===== src/pvsir_cfg.svh =====
// register map, field positions, reset values and frame constants for the vendor status block
`ifndef PVSIR_CFG_SVH
`define PVSIR_CFG_SVH

// register addresses on the management port
`define PVSIR_REG_LINK 5'h13
`define PVSIR_REG_SYMERR 5'h15
`define PVSIR_REG_EVENT 5'h1B
`define PVSIR_REG_XOVER 5'h1C
`define PVSIR_REG_PHYCTL 5'h1F

// field positions
`define PVSIR_LINK1000_BIT 2
`define PVSIR_LINK100_BIT 1
`define PVSIR_EVT_EN_MSB 15
`define PVSIR_EVT_EN_LSB 8
`define PVSIR_EVT_FLAG_MSB 7
`define PVSIR_EVT_FLAG_LSB 0
`define PVSIR_MDI_SET_BIT 7
`define PVSIR_SWAPOFF_BIT 6
`define PVSIR_PCS_LB_BIT 0
`define PVSIR_INT_POL_BIT 14
`define PVSIR_JAB_EN_BIT 9

// reset values and the symbol error count limit
`define PVSIR_SYMERR_RST 16'h0000
`define PVSIR_SYMERR_MAX 16'hFFFF
`define PVSIR_EVT_EN_RST 8'h00
`define PVSIR_EVT_FLAG_RST 8'h00
`define PVSIR_MDI_SET_RST 1'b0
`define PVSIR_SWAPOFF_RST 1'b0
`define PVSIR_PCS_LB_RST 1'b0
`define PVSIR_INT_POL_RST 1'b0
`define PVSIR_JAB_EN_RST 1'b1

// management frame
`define PVSIR_PREAMBLE_BITS 6'h20
`define PVSIR_OP_READ 2'h2
`define PVSIR_OP_WRITE 2'h1
`define PVSIR_HDR_LAST 4'hB
`define PVSIR_DATA_LAST 4'hF

`endif


===== src/pvsir_pkg.sv =====
// types shared by the vendor status register block
package pvsir_pkg;
    typedef enum logic [2:0] {
        PVSIR_PRE,
        PVSIR_START,
        PVSIR_HDR,
        PVSIR_TA,
        PVSIR_DATA
    } pvsir_mdio_state_t;
endpackage


===== src/pvsir_regs.sv =====
// vendor status, event flag and control registers behind a management serial slave
`timescale 1ns/1ps
`default_nettype none
`include "pvsir_cfg.svh"

module pvsir_regs
    import pvsir_pkg::*;
#(
    parameter int unsigned PHY_ADDR = 1
) (
    // clock and reset
    input wire logic clock,
    input wire logic srst,
    // management serial port
    input wire logic mdc,
    input wire logic mdio_i,
    output logic mdio_o,
    output logic mdio_oe,
    // link status and error events from the data path
    input wire logic link_good_1000,
    input wire logic link_good_100,
    input wire logic receive_symbol_error_frame,
    input wire logic jabber_evt,
    input wire logic rx_error_evt,
    input wire logic page_rx_evt,
    input wire logic par_det_fault_evt,
    input wire logic partner_ack_evt,
    input wire logic link_down_evt,
    input wire logic remote_fault_evt,
    input wire logic link_up_evt,
    // controls to the data path
    output logic auto_crossover_en,
    output logic force_mdi,
    output logic pcs_loopback,
    output logic jabber_count_en,
    output logic intr
);

    if (PHY_ADDR > 31) begin : g_bad_addr
        $error("PHY_ADDR must fit in five bits");
    end

    logic mdc_s1_r, mdc_s2_r, mdc_d_r, mdio_s1_r, mdio_s2_r;
    logic mdc_rise;
    pvsir_mdio_state_t state_r;
    logic [5:0] pre_cnt_r;
    logic [3:0] bit_cnt_r;
    logic [11:0] hdr_r;
    logic [11:0] hdr_nxt;
    logic [15:0] dsh_r;
    logic rd_own_r, wr_own_r, mdio_o_r, mdio_oe_r;
    logic addr_hit, hdr_done, rd_hit, wr_done;
    logic [4:0] rd_reg, wr_reg;
    logic [15:0] wr_data, rd_data;
    logic [1:0] stat_r;
    logic [15:0] sym_cnt_r;
    logic [7:0] evt_en_r, flags_r, evt_vec;
    logic mdi_set_r, swapoff_r, pcs_lb_r, int_pol_r, jab_en_r;
    logic auto_xover_r, force_mdi_r, intr_r;
    logic any_evt;

    // both lines share the same delay so bit and edge stay aligned
    always_ff @(posedge clock) begin
        if (srst) begin
            mdc_s1_r <= 1'b0;
            mdc_s2_r <= 1'b0;
            mdc_d_r <= 1'b0;
            mdio_s1_r <= 1'b1;
            mdio_s2_r <= 1'b1;
        end else begin
            mdc_s1_r <= mdc;
            mdc_s2_r <= mdc_s1_r;
            mdc_d_r <= mdc_s2_r;
            mdio_s1_r <= mdio_i;
            mdio_s2_r <= mdio_s1_r;
        end
    end

    assign mdc_rise = mdc_s2_r & ~mdc_d_r;
    assign hdr_nxt = {hdr_r[10:0], mdio_s2_r};
    assign addr_hit = (hdr_nxt[9:5] == PHY_ADDR[4:0]);
    assign hdr_done = mdc_rise && (state_r == PVSIR_HDR) && (bit_cnt_r == `PVSIR_HDR_LAST);
    assign rd_hit = hdr_done && addr_hit && (hdr_nxt[11:10] == `PVSIR_OP_READ);
    assign rd_reg = hdr_nxt[4:0];
    assign wr_reg = hdr_r[4:0];
    assign wr_data = {dsh_r[14:0], mdio_s2_r};
    assign wr_done = mdc_rise && (state_r == PVSIR_DATA) && (bit_cnt_r == `PVSIR_DATA_LAST) && wr_own_r;

    // read data is taken at the end of the header, before turnaround
    always_comb begin
        rd_data = 16'h0000;
        case (rd_reg)
            `PVSIR_REG_LINK: begin
                rd_data[`PVSIR_LINK1000_BIT] = stat_r[1];
                rd_data[`PVSIR_LINK100_BIT] = stat_r[0];
            end
            `PVSIR_REG_SYMERR: rd_data = sym_cnt_r;
            `PVSIR_REG_EVENT: begin
                rd_data[`PVSIR_EVT_EN_MSB:`PVSIR_EVT_EN_LSB] = evt_en_r;
                rd_data[`PVSIR_EVT_FLAG_MSB:`PVSIR_EVT_FLAG_LSB] = flags_r;
            end
            `PVSIR_REG_XOVER: begin
                rd_data[`PVSIR_MDI_SET_BIT] = mdi_set_r;
                rd_data[`PVSIR_SWAPOFF_BIT] = swapoff_r;
                rd_data[`PVSIR_PCS_LB_BIT] = pcs_lb_r;
            end
            `PVSIR_REG_PHYCTL: begin
                rd_data[`PVSIR_INT_POL_BIT] = int_pol_r;
                rd_data[`PVSIR_JAB_EN_BIT] = jab_en_r;
            end
            default: rd_data = 16'h0000;
        endcase
    end

    // frame tracker: preamble, start, op/phy/reg, turnaround, data
    always_ff @(posedge clock) begin
        if (srst) begin
            state_r <= PVSIR_PRE;
            pre_cnt_r <= 6'h00;
            bit_cnt_r <= 4'h0;
            hdr_r <= 12'h000;
            dsh_r <= 16'h0000;
            rd_own_r <= 1'b0;
            wr_own_r <= 1'b0;
            mdio_o_r <= 1'b1;
            mdio_oe_r <= 1'b0;
        end else if (mdc_rise) begin
            case (state_r)
                PVSIR_PRE: begin
                    if (mdio_s2_r) begin
                        if (pre_cnt_r != `PVSIR_PREAMBLE_BITS) begin
                            pre_cnt_r <= pre_cnt_r + 6'h01;
                        end
                    end else if (pre_cnt_r == `PVSIR_PREAMBLE_BITS) begin
                        state_r <= PVSIR_START;
                        pre_cnt_r <= 6'h00;
                    end else begin
                        pre_cnt_r <= 6'h00;
                    end
                end
                PVSIR_START: begin
                    bit_cnt_r <= 4'h0;
                    state_r <= mdio_s2_r ? PVSIR_HDR : PVSIR_PRE;
                end
                PVSIR_HDR: begin
                    hdr_r <= hdr_nxt;
                    bit_cnt_r <= bit_cnt_r + 4'h1;
                    if (hdr_done) begin
                        state_r <= PVSIR_TA;
                        bit_cnt_r <= 4'h0;
                        rd_own_r <= rd_hit;
                        wr_own_r <= addr_hit && (hdr_nxt[11:10] == `PVSIR_OP_WRITE);
                        dsh_r <= rd_data;
                    end
                end
                PVSIR_TA: begin
                    bit_cnt_r <= bit_cnt_r + 4'h1;
                    if (bit_cnt_r == 4'h0) begin
                        mdio_oe_r <= rd_own_r;
                        mdio_o_r <= 1'b0;
                    end else begin
                        state_r <= PVSIR_DATA;
                        bit_cnt_r <= 4'h0;
                        mdio_o_r <= dsh_r[15];
                        dsh_r <= {dsh_r[14:0], 1'b0};
                    end
                end
                PVSIR_DATA: begin
                    bit_cnt_r <= bit_cnt_r + 4'h1;
                    mdio_o_r <= dsh_r[15];
                    dsh_r <= wr_data;
                    if (bit_cnt_r == `PVSIR_DATA_LAST) begin
                        state_r <= PVSIR_PRE;
                        bit_cnt_r <= 4'h0;
                        mdio_oe_r <= 1'b0;
                        rd_own_r <= 1'b0;
                        wr_own_r <= 1'b0;
                    end
                end
                default: state_r <= PVSIR_PRE;
            endcase
        end
    end

    always_ff @(posedge clock) begin
        if (srst) begin
            stat_r <= 2'h0;
        end else begin
            stat_r <= {link_good_1000, link_good_100};
        end
    end

    // saturates rather than wrapping so a slow poller still sees a burst
    always_ff @(posedge clock) begin
        if (srst) begin
            sym_cnt_r <= `PVSIR_SYMERR_RST;
        end else if (rd_hit && (rd_reg == `PVSIR_REG_SYMERR)) begin
            sym_cnt_r <= {15'h0000, receive_symbol_error_frame};
        end else if (receive_symbol_error_frame && (sym_cnt_r != `PVSIR_SYMERR_MAX)) begin
            sym_cnt_r <= sym_cnt_r + 16'h0001;
        end
    end

    assign evt_vec = {jabber_evt, rx_error_evt, page_rx_evt, par_det_fault_evt,
                      partner_ack_evt, link_down_evt, remote_fault_evt, link_up_evt};

    always_ff @(posedge clock) begin
        if (srst) begin
            evt_en_r <= `PVSIR_EVT_EN_RST;
        end else if (wr_done && (wr_reg == `PVSIR_REG_EVENT)) begin
            evt_en_r <= wr_data[`PVSIR_EVT_EN_MSB:`PVSIR_EVT_EN_LSB];
        end
    end

    // an event in the clearing cycle survives the read
    always_ff @(posedge clock) begin
        if (srst) begin
            flags_r <= `PVSIR_EVT_FLAG_RST;
        end else if (rd_hit && (rd_reg == `PVSIR_REG_EVENT)) begin
            flags_r <= evt_vec;
        end else begin
            flags_r <= flags_r | evt_vec;
        end
    end

    always_ff @(posedge clock) begin
        if (srst) begin
            mdi_set_r <= `PVSIR_MDI_SET_RST;
            swapoff_r <= `PVSIR_SWAPOFF_RST;
            pcs_lb_r <= `PVSIR_PCS_LB_RST;
        end else if (wr_done && (wr_reg == `PVSIR_REG_XOVER)) begin
            mdi_set_r <= wr_data[`PVSIR_MDI_SET_BIT];
            swapoff_r <= wr_data[`PVSIR_SWAPOFF_BIT];
            pcs_lb_r <= wr_data[`PVSIR_PCS_LB_BIT];
        end
    end

    always_ff @(posedge clock) begin
        if (srst) begin
            int_pol_r <= `PVSIR_INT_POL_RST;
            jab_en_r <= `PVSIR_JAB_EN_RST;
        end else if (wr_done && (wr_reg == `PVSIR_REG_PHYCTL)) begin
            int_pol_r <= wr_data[`PVSIR_INT_POL_BIT];
            jab_en_r <= wr_data[`PVSIR_JAB_EN_BIT];
        end
    end

    // manual select only matters once auto crossover is off
    always_ff @(posedge clock) begin
        if (srst) begin
            auto_xover_r <= 1'b1;
            force_mdi_r <= 1'b0;
        end else begin
            auto_xover_r <= ~swapoff_r;
            force_mdi_r <= swapoff_r & mdi_set_r;
        end
    end

    assign any_evt = |(flags_r & evt_en_r);

    // idle level follows polarity; reset polarity is active low so idle high
    always_ff @(posedge clock) begin
        if (srst) begin
            intr_r <= 1'b1;
        end else begin
            intr_r <= int_pol_r ? any_evt : ~any_evt;
        end
    end

    assign mdio_o = mdio_o_r;
    assign mdio_oe = mdio_oe_r;
    assign auto_crossover_en = auto_xover_r;
    assign force_mdi = force_mdi_r;
    assign pcs_loopback = pcs_lb_r;
    assign jabber_count_en = jab_en_r;
    assign intr = intr_r;

    property p_link1000;
        @(posedge clock) disable iff (srst) link_good_1000 |=> stat_r[1];
    endproperty
    a_link1000: assert property (p_link1000) else $error("1000 link status not shown");

    property p_link100;
        @(posedge clock) disable iff (srst) !link_good_100 |=> !stat_r[0];
    endproperty
    a_link100: assert property (p_link100) else $error("100 link status stuck good");

    property p_symerr_clr;
        @(posedge clock) disable iff (srst)
            (rd_hit && (rd_reg == `PVSIR_REG_SYMERR) && !receive_symbol_error_frame) |=> (sym_cnt_r == 16'h0000);
    endproperty
    a_symerr_clr: assert property (p_symerr_clr) else $error("error count not cleared by read");

    for (genvar gi = 0; gi < 8; gi++) begin : g_evt_chk
        property p_evt_set;
            @(posedge clock) disable iff (srst) evt_vec[gi] |=> flags_r[gi] ##1 (flags_r[gi] || $past(rd_hit));
        endproperty
        a_evt_set: assert property (p_evt_set) else $error("event flag lost");
    end

    property p_flag_clr;
        @(posedge clock) disable iff (srst)
            (rd_hit && (rd_reg == `PVSIR_REG_EVENT) && (evt_vec == 8'h00)) |=> (flags_r == 8'h00);
    endproperty
    a_flag_clr: assert property (p_flag_clr) else $error("event flags not cleared by read");

    property p_xover;
        @(posedge clock) disable iff (srst) swapoff_r [*2] |-> !auto_xover_r;
    endproperty
    a_xover: assert property (p_xover) else $error("auto crossover still on");

    property p_mdi_sel;
        @(posedge clock) disable iff (srst) (swapoff_r && !mdi_set_r) |=> !force_mdi_r;
    endproperty
    a_mdi_sel: assert property (p_mdi_sel) else $error("MDI forced while MDI-X chosen");

    property p_loop;
        @(posedge clock) disable iff (srst)
            (wr_done && (wr_reg == `PVSIR_REG_XOVER) && wr_data[`PVSIR_PCS_LB_BIT]) |=> pcs_loopback;
    endproperty
    a_loop: assert property (p_loop) else $error("loopback select not applied");

    property p_intr_idle;
        @(posedge clock) disable iff (srst) !any_evt |=> (intr_r != $past(int_pol_r));
    endproperty
    a_intr_idle: assert property (p_intr_idle) else $error("interrupt not released");

    property p_intr_on;
        @(posedge clock) disable iff (srst)
            (link_up_evt && evt_en_r[0] && !wr_done && !rd_hit) |=> (any_evt ##1 (intr_r == $past(int_pol_r)));
    endproperty
    a_intr_on: assert property (p_intr_on) else $error("interrupt not asserted");

    property p_jab_rst;
        @(posedge clock) $fell(srst) |-> jab_en_r;
    endproperty
    a_jab_rst: assert property (p_jab_rst) else $error("jabber counter enable not set at reset");

endmodule

`default_nettype wire


===== config.mk =====
export PLATFORM = sky130hd
export DESIGN_NAME = pvsir_regs
export DESIGN_NICKNAME = d
export VERILOG_FILES = /design/src/pvsir_pkg.sv /design/src/pvsir_regs.sv
export VERILOG_INCLUDE_DIRS = /design/src /design/src/src
export SDC_FILE = /design/constraint.sdc
export NUM_CORES = 1
export LEC_CHECK = 0
export ABC_CLOCK_PERIOD_IN_PS = 2600
export CAP_MARGIN = 20
export CELL_PAD_IN_SITES_DETAIL_PLACEMENT = 1
export CELL_PAD_IN_SITES_GLOBAL_PLACEMENT = 1
export CORE_MARGIN = 4
export CORE_UTILIZATION = 49
export DETAILED_ROUTE_END_ITERATION = 16
export DONT_BUFFER_PORTS = 1
export GPL_TIMING_DRIVEN = 0
export HOLD_SLACK_MARGIN = 0.08
export PLACE_DENSITY_LB_ADDON = 0.1
export SYNTH_ARGS = -nofsm -noshare
export SYNTH_HDL_FRONTEND = slang
export SYNTH_SLANG_ARGS = --single-unit

===== constraint.sdc =====
create_clock -name clock -period 2.6 [get_ports clock]
set_input_delay 0.13 -clock clock [delete_from_list [all_inputs] [get_ports clock]]
set_output_delay 0.13 -clock clock [all_outputs]
set_load 0.005 [all_outputs]

==> metrics.cfg, run 1 <==
[outcome]
status=completed

[logic_synthesis]
synth_top_cell_by_area=dfxtp_1
yosysMostFrequentCell=dfxtp_1
syn_inst=523
synth_edf_count=0
yosysSeqAreaShare=0.401
synth_area_leaders=dfxtp_1, nand2_1, a21oi_1
synth_top_area_frac=0.401
synth_cell_types=73
yosysWarningCount=0
synthTopCellsByCount=dfxtp_1, nand2_1, nor2_1, a21oi_1, clkbuf_1
syn_nets=543
netlist_area_um2=4540
ys.flop_type=dfxtp_1
syn_area_per_cell_um2=8.68
synth-seq-cells=91
ys_async_sr_fraction=0

[power_and_ir_drop]
ir_drop_mv=0.287
combPwrFrac=0.046
p_sw_mw=0.619
power_frac_seq=0.584
p_leak_nw=1.61
p_per_area_nw_per_um2=489
power.internal_mw=1.84
p_sw_frac=0.252
pwr-share-clk=0.370

[global_route]
grt_max_degree=17
grtUsageTotal=0.264
grt_overflow=0
antenna_found_initial=0
grt_pass1_wl_mm=23.2
grt_pass1_vias=4298

[timing]
rsz0062_at_grt=false
fin_crit_ns=2.34
tightest_slew_ns=0.962
final-hold-violation-count=0
finalCritPeriodShare=0.899
setup_viol=0
slew_violations=0
max_freq_mhz=428
slew_headroom=0.350
fin_tns_setup_ns=0
finClkSkew_ns=0.0140
layout_setup_ws_ns=0.262

[final_layout]
drive_above_1_share=0.0939
diodes=0
stdcell_count=662
syn_to_final_growth_pct=10.9
layout.nets=569
final_cell_area_um2=5030
final.fill_count=1077
utilization=0.569

[drt]
drc_errors=0
wl_per_cell_um=21.2
drt-total-wl_mm=14.0
routed_via_density=6.46
drtIter0Drc=295
vias=4274
dr.pass1.iters=5
final_antenna_net_count=0

[placed_design]
place_area_um2=4670
hpwl_mm=10.0
placed_cells=631
gp_congestion=0.846
post-place-ws_ns=0.0314
port_buffers=0

[floorplanning]
core_area_um2=8850
start_util=0.513
die_y_um=104
num_rows=34
dieArea_um2=10900
io_pins=22
fp.dieW_um=104

[setup_path]
worstPathRequired_ns=2.84
reg2reg_from=mdio_s2_r$_SDFF_PP1_
end_kind=flip-flop
startpoint=mdio_s2_r$_SDFF_PP1_
crit_path_start_kind=flip-flop
crit_arrival_ns=2.58
critPathKind=reg -> reg
cp_max_fo=10

[hold_path]
worstHoldStart=receive_symbol_error_frame
hold_class=in -> reg

[clock_tree]
clk_path_buf_depth=2
clk_latency_ns=0.36
cts_buffers=9
cts.sinks=91
cts-root-buf=clkbuf_8
post_cts_buffers=0
cts_tree=done
clk_pin_slew_ns=0.09
h-tree-depth=3

[run]
cap_viol_max_count=0

kinds of logic (layout without fill, tap and decap cells):
kind of cell               count (synthesis)  count (layout)  synth area share
adders and majority gates                  5               5            0.0138
muxes                                     17              17            0.0375
xor gates and xnor gates                   6               6            0.0116
buffers and inverters                     47              78            0.0430
AOI/OAI and AO/OA                        148             148             0.238
DFF                                       91              91             0.401
and+or+nand+nor                          209             209             0.255
power groups by stage:
stage	clock (mW)	sequential [mW]	combinational, mW
after floorplan	0	1.46	0.0645
after global placement	0	1.47	0.0889
after detailed placement	0	1.47	0.0911
after CTS	0.928	1.43	0.109
after global routing	0.979	1.44	0.123
final	0.909	1.44	0.112
area by class of cell:
type	instances	area, um2	share of cell area
multi-input cells	385	2550	0.506
flip-flops and latches	91	1820	0.362
repair buffers	15	145	0.0288
clock buffers	10	138	0.0274
plain buffers	31	135	0.0269
well taps	108	135	0.0269
inverters	16	60.1	0.0119
clock inverters	6	48.8	0.00970
placed cells by master, fill, tap and decap left out, types with 4 or more instances in the layout:
cell / Yosys / routed
a21oi_1: 37 / 37
a221oi_1: 9 / 9
a22o_1: 8 / 8
a22oi_1: 4 / 4
a311oi_1: 7 / 7
and3_1: 8 / 8
buf_2: 8 / 8
clkbuf_1: 20 / 20
clkbuf_8: 0 / 10
dfxtp_1: 91 / 91
dlygate4sd3_1: 0 / 14
ha_1: 5 / 5
inv_1: 15 / 15
mux2i_1: 17 / 17
nand2_1: 56 / 56
nand2b_1: 5 / 5
nand3_1: 14 / 14
nand3b_1: 5 / 5
nand4_1: 11 / 11
nor2_1: 45 / 44
nor2b_1: 6 / 6
nor3_1: 7 / 7
nor3b_1: 6 / 6
o2111ai_1: 6 / 6
o211ai_1: 14 / 14
o21ai_0: 13 / 13
o31ai_1: 10 / 10
o41ai_1: 11 / 11
or3_1: 7 / 7
or3b_2: 7 / 7
or4_1: 7 / 7
xor2_1: 4 / 4
metal layers:
layer,vias up,global-route usage,wire [um]
met5,-,0,0
met4,0,0.0617,154
met3,12,0.0478,651
met2,111,0.430,6740
met1,2114,0.363,6490
li1,2037,-,-
critical path: stages (launching register included):
cell     delay (ns)
dfxtp_1        0.52
nand3_1        0.32
nor2_2         0.48
a41oi_1        0.54
a22o_1         0.36
metrics by stage:
step,total power [mW],hold slack [ns]
after floorplan,1.52,0.234
final,2.46,0.0480
after global placement,1.55,0.235
after detailed placement,1.56,0.243
after global routing,2.54,0.0950
after CTS,2.47,0.0985
sequential cells by signal, indices dropped and copies added, names as in the netlist, 3 cells and up:
register	flops
evt_en_r	8
flags_r	8
bit_cnt_r	4
pre_cnt_r	6
dsh_r	16
hdr_r	11
state_r	3
sym_cnt_r	16
path summary, 6_finish.rpt:
check / slack, ns / to / cells past startpoint
min reg2reg: 0.44 / mdio_s2_r$_SDFF_PP1_ / 1
min: 0.05 / sym_cnt_r[1]$_SDFFE_PP0P_ / 3
max reg2reg: 0.26 / flags_r[5]$_SDFF_PP0_ / 4
max: 0.26 / flags_r[5]$_SDFF_PP0_ / 4
timing repair:
item	in CTS	in global routing
setup endpoints to repair	0	10
resized for setup	0	4
endpoints found under the hold margin	18	0
hold buffers	14	0
No activity file was read; power rests on OpenSTA's default activity.
==> run 2: changes to the inputs <==
- CELL_PAD_IN_SITES_DETAIL_PLACEMENT: 1 -> 0
==> run 2 against run 1 <==
- die area unchanged
- non-clock buffer count unchanged
- clock skew down 0.0020 ns
- sequential cell count unchanged
- wire length down 11%
- power down 2.0%
- count of clock-buffer cells in the layout unchanged
- register-to-register slack worse by 0.12 ns
- clock power down 4.6%
- critical path depth unchanged
- critical path type unchanged
- critical endpoint unchanged
- largest power group unchanged
- highest routed layer unchanged
==> metrics.cfg, run 2 (synthesis gave the netlist of run 1 again) <==
[setup_path]
startpoint=mdio_s2_r$_SDFF_PP1_
critPathKind=reg -> reg
cp_max_fo=10  ; unchanged
crit_path_start_kind=flip-flop
slowest_delay_ns=0.63  ; +0.09 ns
reg2reg_from=mdio_s2_r$_SDFF_PP1_
crit_slowest_cell=nor2_1
rr_worst_depth=4  ; unchanged
end_kind=flip-flop
timing.rr.end=flags_r[5]$_SDFF_PP0_
crit_arrival_ns=2.71  ; +0.13 ns
worstPathCellList=nand3_1, nor2_1, a41oi_1, a22o_1
reg2reg_slack_ns=0.15  ; -0.12 ns
worstPathRequired_ns=2.85  ; about the same
crit_end=flags_r[5]$_SDFF_PP0_

[floorplanning]
num_rows=34  ; unchanged
core_area_um2=8850  ; unchanged
dieArea_um2=10900  ; unchanged
die_y_um=104  ; unchanged
fp.dieW_um=104  ; unchanged
start_util=0.513  ; unchanged
io_pins=22  ; unchanged

[global_route]
grt_overflow=0  ; unchanged
grt_pass1_wl_mm=20.2  ; -13%
grt_max_degree=16  ; -1
grt_pass1_vias=3761  ; -12%
antenna_found_initial=0  ; unchanged
grtUsageTotal=0.230  ; -0.0337

[placed_design]
gp_congestion=0.846  ; unchanged
post-place-ws_ns=0.129  ; +0.0973 ns
hpwl_mm=9.02  ; -10%
place_area_um2=4670  ; unchanged
port_buffers=0  ; unchanged

[drt]
vias=4200  ; -1.7%
routed_via_density=6.34  ; -1.7%
drt-total-wl_mm=12.5  ; -11%
dr.pass1.iters=5  ; unchanged
final_antenna_net_count=0  ; unchanged
drc_errors=0  ; unchanged
wl_per_cell_um=18.9  ; -11%
drtIter0Drc=370  ; +25%

[final_layout]
syn_to_final_growth_pct=10.0
layout_commonest_cell=dfxtp_1
final.fill_count=827  ; -23%
final_cell_area_um2=4990  ; -0.75%
layout.nets=569  ; unchanged
drive_above_1_share=0.0884  ; -0.00542
final_cell_mix=dfxtp_1, nand2_1, nor2_1, a21oi_1, clkbuf_1
diodes=0  ; unchanged
reg_top3=dsh_r x16, sym_cnt_r x16, hdr_r x11
utilization=0.564  ; -0.00424

[timing]
fin_tns_setup_ns=0  ; unchanged
layout_setup_ws_ns=0.146  ; -0.116 ns
fin_crit_ns=2.45  ; +0.116 ns
finClkSkew_ns=0.0121  ; -0.00196 ns
setup_viol=0  ; unchanged
whs_ns=0.103  ; +0.0555 ns
rsz0062_at_grt=false
final-hold-violation-count=0  ; unchanged
slew_violations=0  ; unchanged
finalCritPeriodShare=0.944  ; +0.0448
tightest_slew_ns=0.893  ; -0.0686 ns
max_freq_mhz=407  ; -4.7%
slew_headroom=0.398  ; +0.0477

[clock_tree]
post_cts_buffers=0  ; unchanged
cts-root-buf=clkbuf_8
clk_pin_slew_ns=0.10  ; about the same
clk_latency_ns=0.36  ; about the same
cts.sinks=91  ; unchanged
cts_tree=done
clk_path_buf_depth=2  ; unchanged
cts_buffers=9  ; unchanged
h-tree-depth=3  ; unchanged

[power_and_ir_drop]
p_leak_nw=1.58  ; -1.3%
p_per_area_nw_per_um2=483  ; -1.2%
ir_drop_mv=0.269  ; -6.3%

[run]
cap_viol_max_count=0  ; unchanged

[hold_path]
hold_class=in -> reg

[outcome]
status=completed

## run 2: where the power goes
part           switching, mW  leakage, nW  internal [mW]
clock network          0.519       0.0787          0.348
registers             0.0213        0.738           1.41
logic                 0.0641        0.768         0.0440
## run 2: layout make-up
type | count | area [um2] | share of cell area
Timing Repair Buffer | 15 | 145 | 0.0291
Inverter | 16 | 60.1 | 0.0120
Sequential cell | 91 | 1820 | 0.365
Clock inverter | 6 | 41.3 | 0.00827
Multi-Input combinational cell | 385 | 2530 | 0.506
Tap cell | 108 | 135 | 0.0271
Buffer | 31 | 135 | 0.0271
Clock buffer | 10 | 128 | 0.0256
## run 2: metal layers
| metal | track usage | vias up | share of wire | wire, um |
|---|---|---|---|---|
| met3 | 0.0472 | 15 | 0.062 | 772 |
| met5 | 0 | - | 0 | 0 |
| met1 | 0.329 | 2015 | 0.47 | 5920 |
| li1 | - | 2030 | - | - |
| met4 | 0.0570 | 0 | 0.012 | 145 |
| met2 | 0.353 | 140 | 0.45 | 5670 |
## run 2: critical path: cells and delay by family, from the launching register on
family	cells	cell delay (ns)
AND/OR/NAND/NOR	2	0.92
AO/OA/AOI/OAI	2	0.90
flip-flops	1	0.51
## run 2: per-stage QoR
stage               power [mW]  instances
floorplan                 1.52        523
detailed placement        1.56        631
finish                    2.41        662
global route              2.50        662
CTS                       2.43        661
global placement          1.55        631
## run 2: worst min path at each step
stage	to	from	cells past startpoint
3_5_place_dp	mdio_s1_r$_SDFF_PP1_	mdio_i	1
6_report	sym_cnt_r[10]$_SDFFE_PP0P_	receive_symbol_error_frame	2
5_1_grt	sym_cnt_r[1]$_SDFFE_PP0P_	receive_symbol_error_frame	3
3_3_place_gp	mdio_s1_r$_SDFF_PP1_	mdio_i	1
4_1_cts	sym_cnt_r[1]$_SDFFE_PP0P_	receive_symbol_error_frame	3
2_1_floorplan	mdio_s1_r$_SDFF_PP1_	mdio_i	1
## run 2: repair_timing
action                                  CTS  global route
hold buffers                             14             0
gates resized for setup                   0             1
hold endpoints to repair                 18             0
endpoints found under the setup margin    0             2
==> run 3: changes to the inputs <==
- ABC_CLOCK_PERIOD_IN_PS: 2600 -> 2400
- clock period: 2.6 -> 2.4 ns (I/O delays scaled with it)
==> run 3 against run 2 <==
- combinational power rose by 8%
- highest routed layer unchanged
- count of clock-buffer cells in the layout did not move
- first-iteration DRC count rose by 8.9%
- worst hold slack got worse by 0.0061 ns
- clock power rose by 8.0%
- sequential share of layout area fell by 0.15 points
- final area rose by 0.43%
- via count rose by 0.76%
- critical endpoint is now dsh_r[14]$_SDFFE_PP0P_
- final cell count rose by 0.15%
==> metrics.cfg, run 3 (synthesis gave the netlist of run 1 again) <==
[setup_path]
rr_worst_depth=5  ; +1
timing.rr.end=dsh_r[14]$_SDFFE_PP0P_
startpoint=hdr_r[0]$_SDFFE_PP0P_
worstPathBufferInverterCount=1  ; +1
crit_slowest_cell=a2111oi_0
crit_path_start_kind=flip-flop
cp_max_fo=10  ; unchanged
worstPathCellList=clkbuf_1, nand2_1, a2111oi_0, o31ai_1, a311oi_1
crit_arrival_ns=2.53  ; -0.18 ns
end_kind=flip-flop
crit_family=compound AO/OA/AOI/OAI gates
worstPathRequired_ns=2.66  ; -0.19 ns
reg2reg_from=hdr_r[0]$_SDFFE_PP0P_
reg2reg_slack_ns=0.13  ; about the same
critPathKind=reg -> reg
slowest_delay_ns=0.68  ; +0.05 ns

[floorplanning]
start_util=0.513  ; unchanged
core_area_um2=8850  ; unchanged
num_rows=34  ; unchanged
die_y_um=104  ; unchanged
dieArea_um2=10900  ; unchanged
io_pins=22  ; unchanged
fp.dieW_um=104  ; unchanged

[drt]
drc_errors=0  ; unchanged
dr.pass1.iters=5  ; unchanged
final_antenna_net_count=0  ; unchanged
vias=4232  ; +0.76%
drt-total-wl_mm=12.6  ; +0.75%
wl_per_cell_um=19.0  ; +0.60%
routed_via_density=6.38  ; +0.61%
drtIter0Drc=403  ; +8.9%

[clock_tree]
cts.sinks=91  ; unchanged
cts_buffers=9  ; unchanged
cts_tree=done
cts-root-buf=clkbuf_8
clk_latency_ns=0.36  ; about the same
clk_path_buf_depth=2  ; unchanged
clk_pin_slew_ns=0.09  ; about the same
h-tree-depth=3  ; unchanged

[final_layout]
layout.nets=570  ; +0.18%
final_cell_mix=dfxtp_1, nand2_1, nor2_1, a21oi_1, clkbuf_1
syn_to_final_growth_pct=10.5
drive_above_1_share=0.0955  ; +0.00705
utilization=0.567  ; +0.00240
stdcell_count=663  ; +0.15%
reg_top3=dsh_r x16, sym_cnt_r x16, hdr_r x11
layout_commonest_cell=dfxtp_1
diodes=0  ; unchanged

[outcome]
status=completed

[hold_path]
hold_class=in -> reg
whs_path_depth=2  ; unchanged
worstHoldStart=receive_symbol_error_frame
min_to=sym_cnt_r[10]$_SDFFE_PP0P_

[global_route]
antenna_found_initial=0  ; unchanged
grtUsageTotal=0.231  ; +0.000917
grt_pass1_wl_mm=20.3  ; +0.34%
grt-busiest-layer=met2
met1_usage=0.333  ; +0.00307
grt_use_met3=0.0447  ; -0.00248
grt_pass1_vias=3752  ; -0.24%
grt_max_degree=16  ; unchanged
grt_overflow=0  ; unchanged
grt_util_met2=0.355  ; +0.00139

[power_and_ir_drop]
p_per_area_nw_per_um2=520  ; +7.7%
ir_drop_mv=0.300  ; +11%
p_leak_nw=1.59  ; +0.27%
power_mw=2.61  ; +8.2%

[timing]
slew_violations=0  ; unchanged
setup_viol=0  ; unchanged
rsz0062_at_grt=true
finClkSkew_ns=0.0101  ; -0.00198 ns
fin_crit_ns=2.27  ; -0.186 ns
whs_ns=0.0974  ; -0.00611 ns
slew_headroom=0.372  ; -0.0258
finalCritPeriodShare=0.945  ; +0.000974
layout_setup_ws_ns=0.132  ; -0.0135 ns
tightest_slew_ns=0.930  ; +0.0363 ns
max_freq_mhz=441  ; +8.2%
final-hold-violation-count=0  ; unchanged

[placed_design]
port_buffers=0  ; unchanged
post-place-ws_ns=-0.0713  ; -0.200 ns
hpwl_mm=9.02  ; unchanged
gp_congestion=0.846  ; unchanged
placed_cells=631  ; unchanged

[run]
cap_viol_max_count=0  ; unchanged

==> run 3: per-layer routing <==
metal  share of wire  up-vias
li1                -     2037
met1            0.47     2020
met2            0.46      156
met3           0.065       19
met4           0.012        0
met5               0        -
==> run 3: how the worst max path moves through the flow <==
| stage | slack, ns | depth (start not counted) | to |
|---|---|---|---|
| after global routing | -0.09 | 5 | sym_cnt_r[3]$_SDFFE_PP0P_ |
| after detailed placement | -0.07 | 6 | mdio_o$_SDFFE_PP1P_ |
| final | 0.13 | 5 | dsh_r[14]$_SDFFE_PP0P_ |
| after global placement | -0.06 | 6 | mdio_o$_SDFFE_PP1P_ |
| after floorplan | 0.48 | 6 | sym_cnt_r[15]$_SDFFE_PP0P_ |
| after CTS | 0.01 | 5 | flags_r[2]$_SDFF_PP0_ |
==> run 3: report_power, final <==
part           internal (mW)  total (mW)  switching (mW)  leakage [nW]
logic                 0.0476       0.117          0.0697         0.773
registers               1.53        1.55          0.0228         0.738
clock network          0.377       0.936           0.559        0.0787
total                   1.96        2.61           0.651          1.59
==> run 3: what timing repair did <==
action,in CTS,in global routing
hold endpoints to repair,19,0
hold buffers,14,0
setup endpoints to repair,10,22
setup buffers,0,2
gates resized for setup,1,4
==> run 3: worst register-to-register path, stage by stage, from the launching register on <==
cell	delay, ns
dfxtp_1	0.45
clkbuf_1	0.38
nand2_1	0.10
a2111oi_0	0.68
o31ai_1	0.23
a311oi_1	0.33
==> run 3: per-stage QoR <==
stage	cell area (um2)	TNS, ns
5_1_grt	5010	-0.440
2_1_floorplan	4540	0
3_5_place_dp	4670	-0.0798
4_1_cts	4990	0
3_3_place_gp	4670	-0.0690
6_report	5010	0
==> run 3: final cells by class <==
class                   count  area [um2]
inverters                  16        60.1
fillers                   827        3830
multi-input cells         385        2540
repair buffers             16         155
clock inverters             6        41.3
well taps                 108         135
clock buffers              10         128
flip-flops and latches     91        1820
plain buffers              31         135
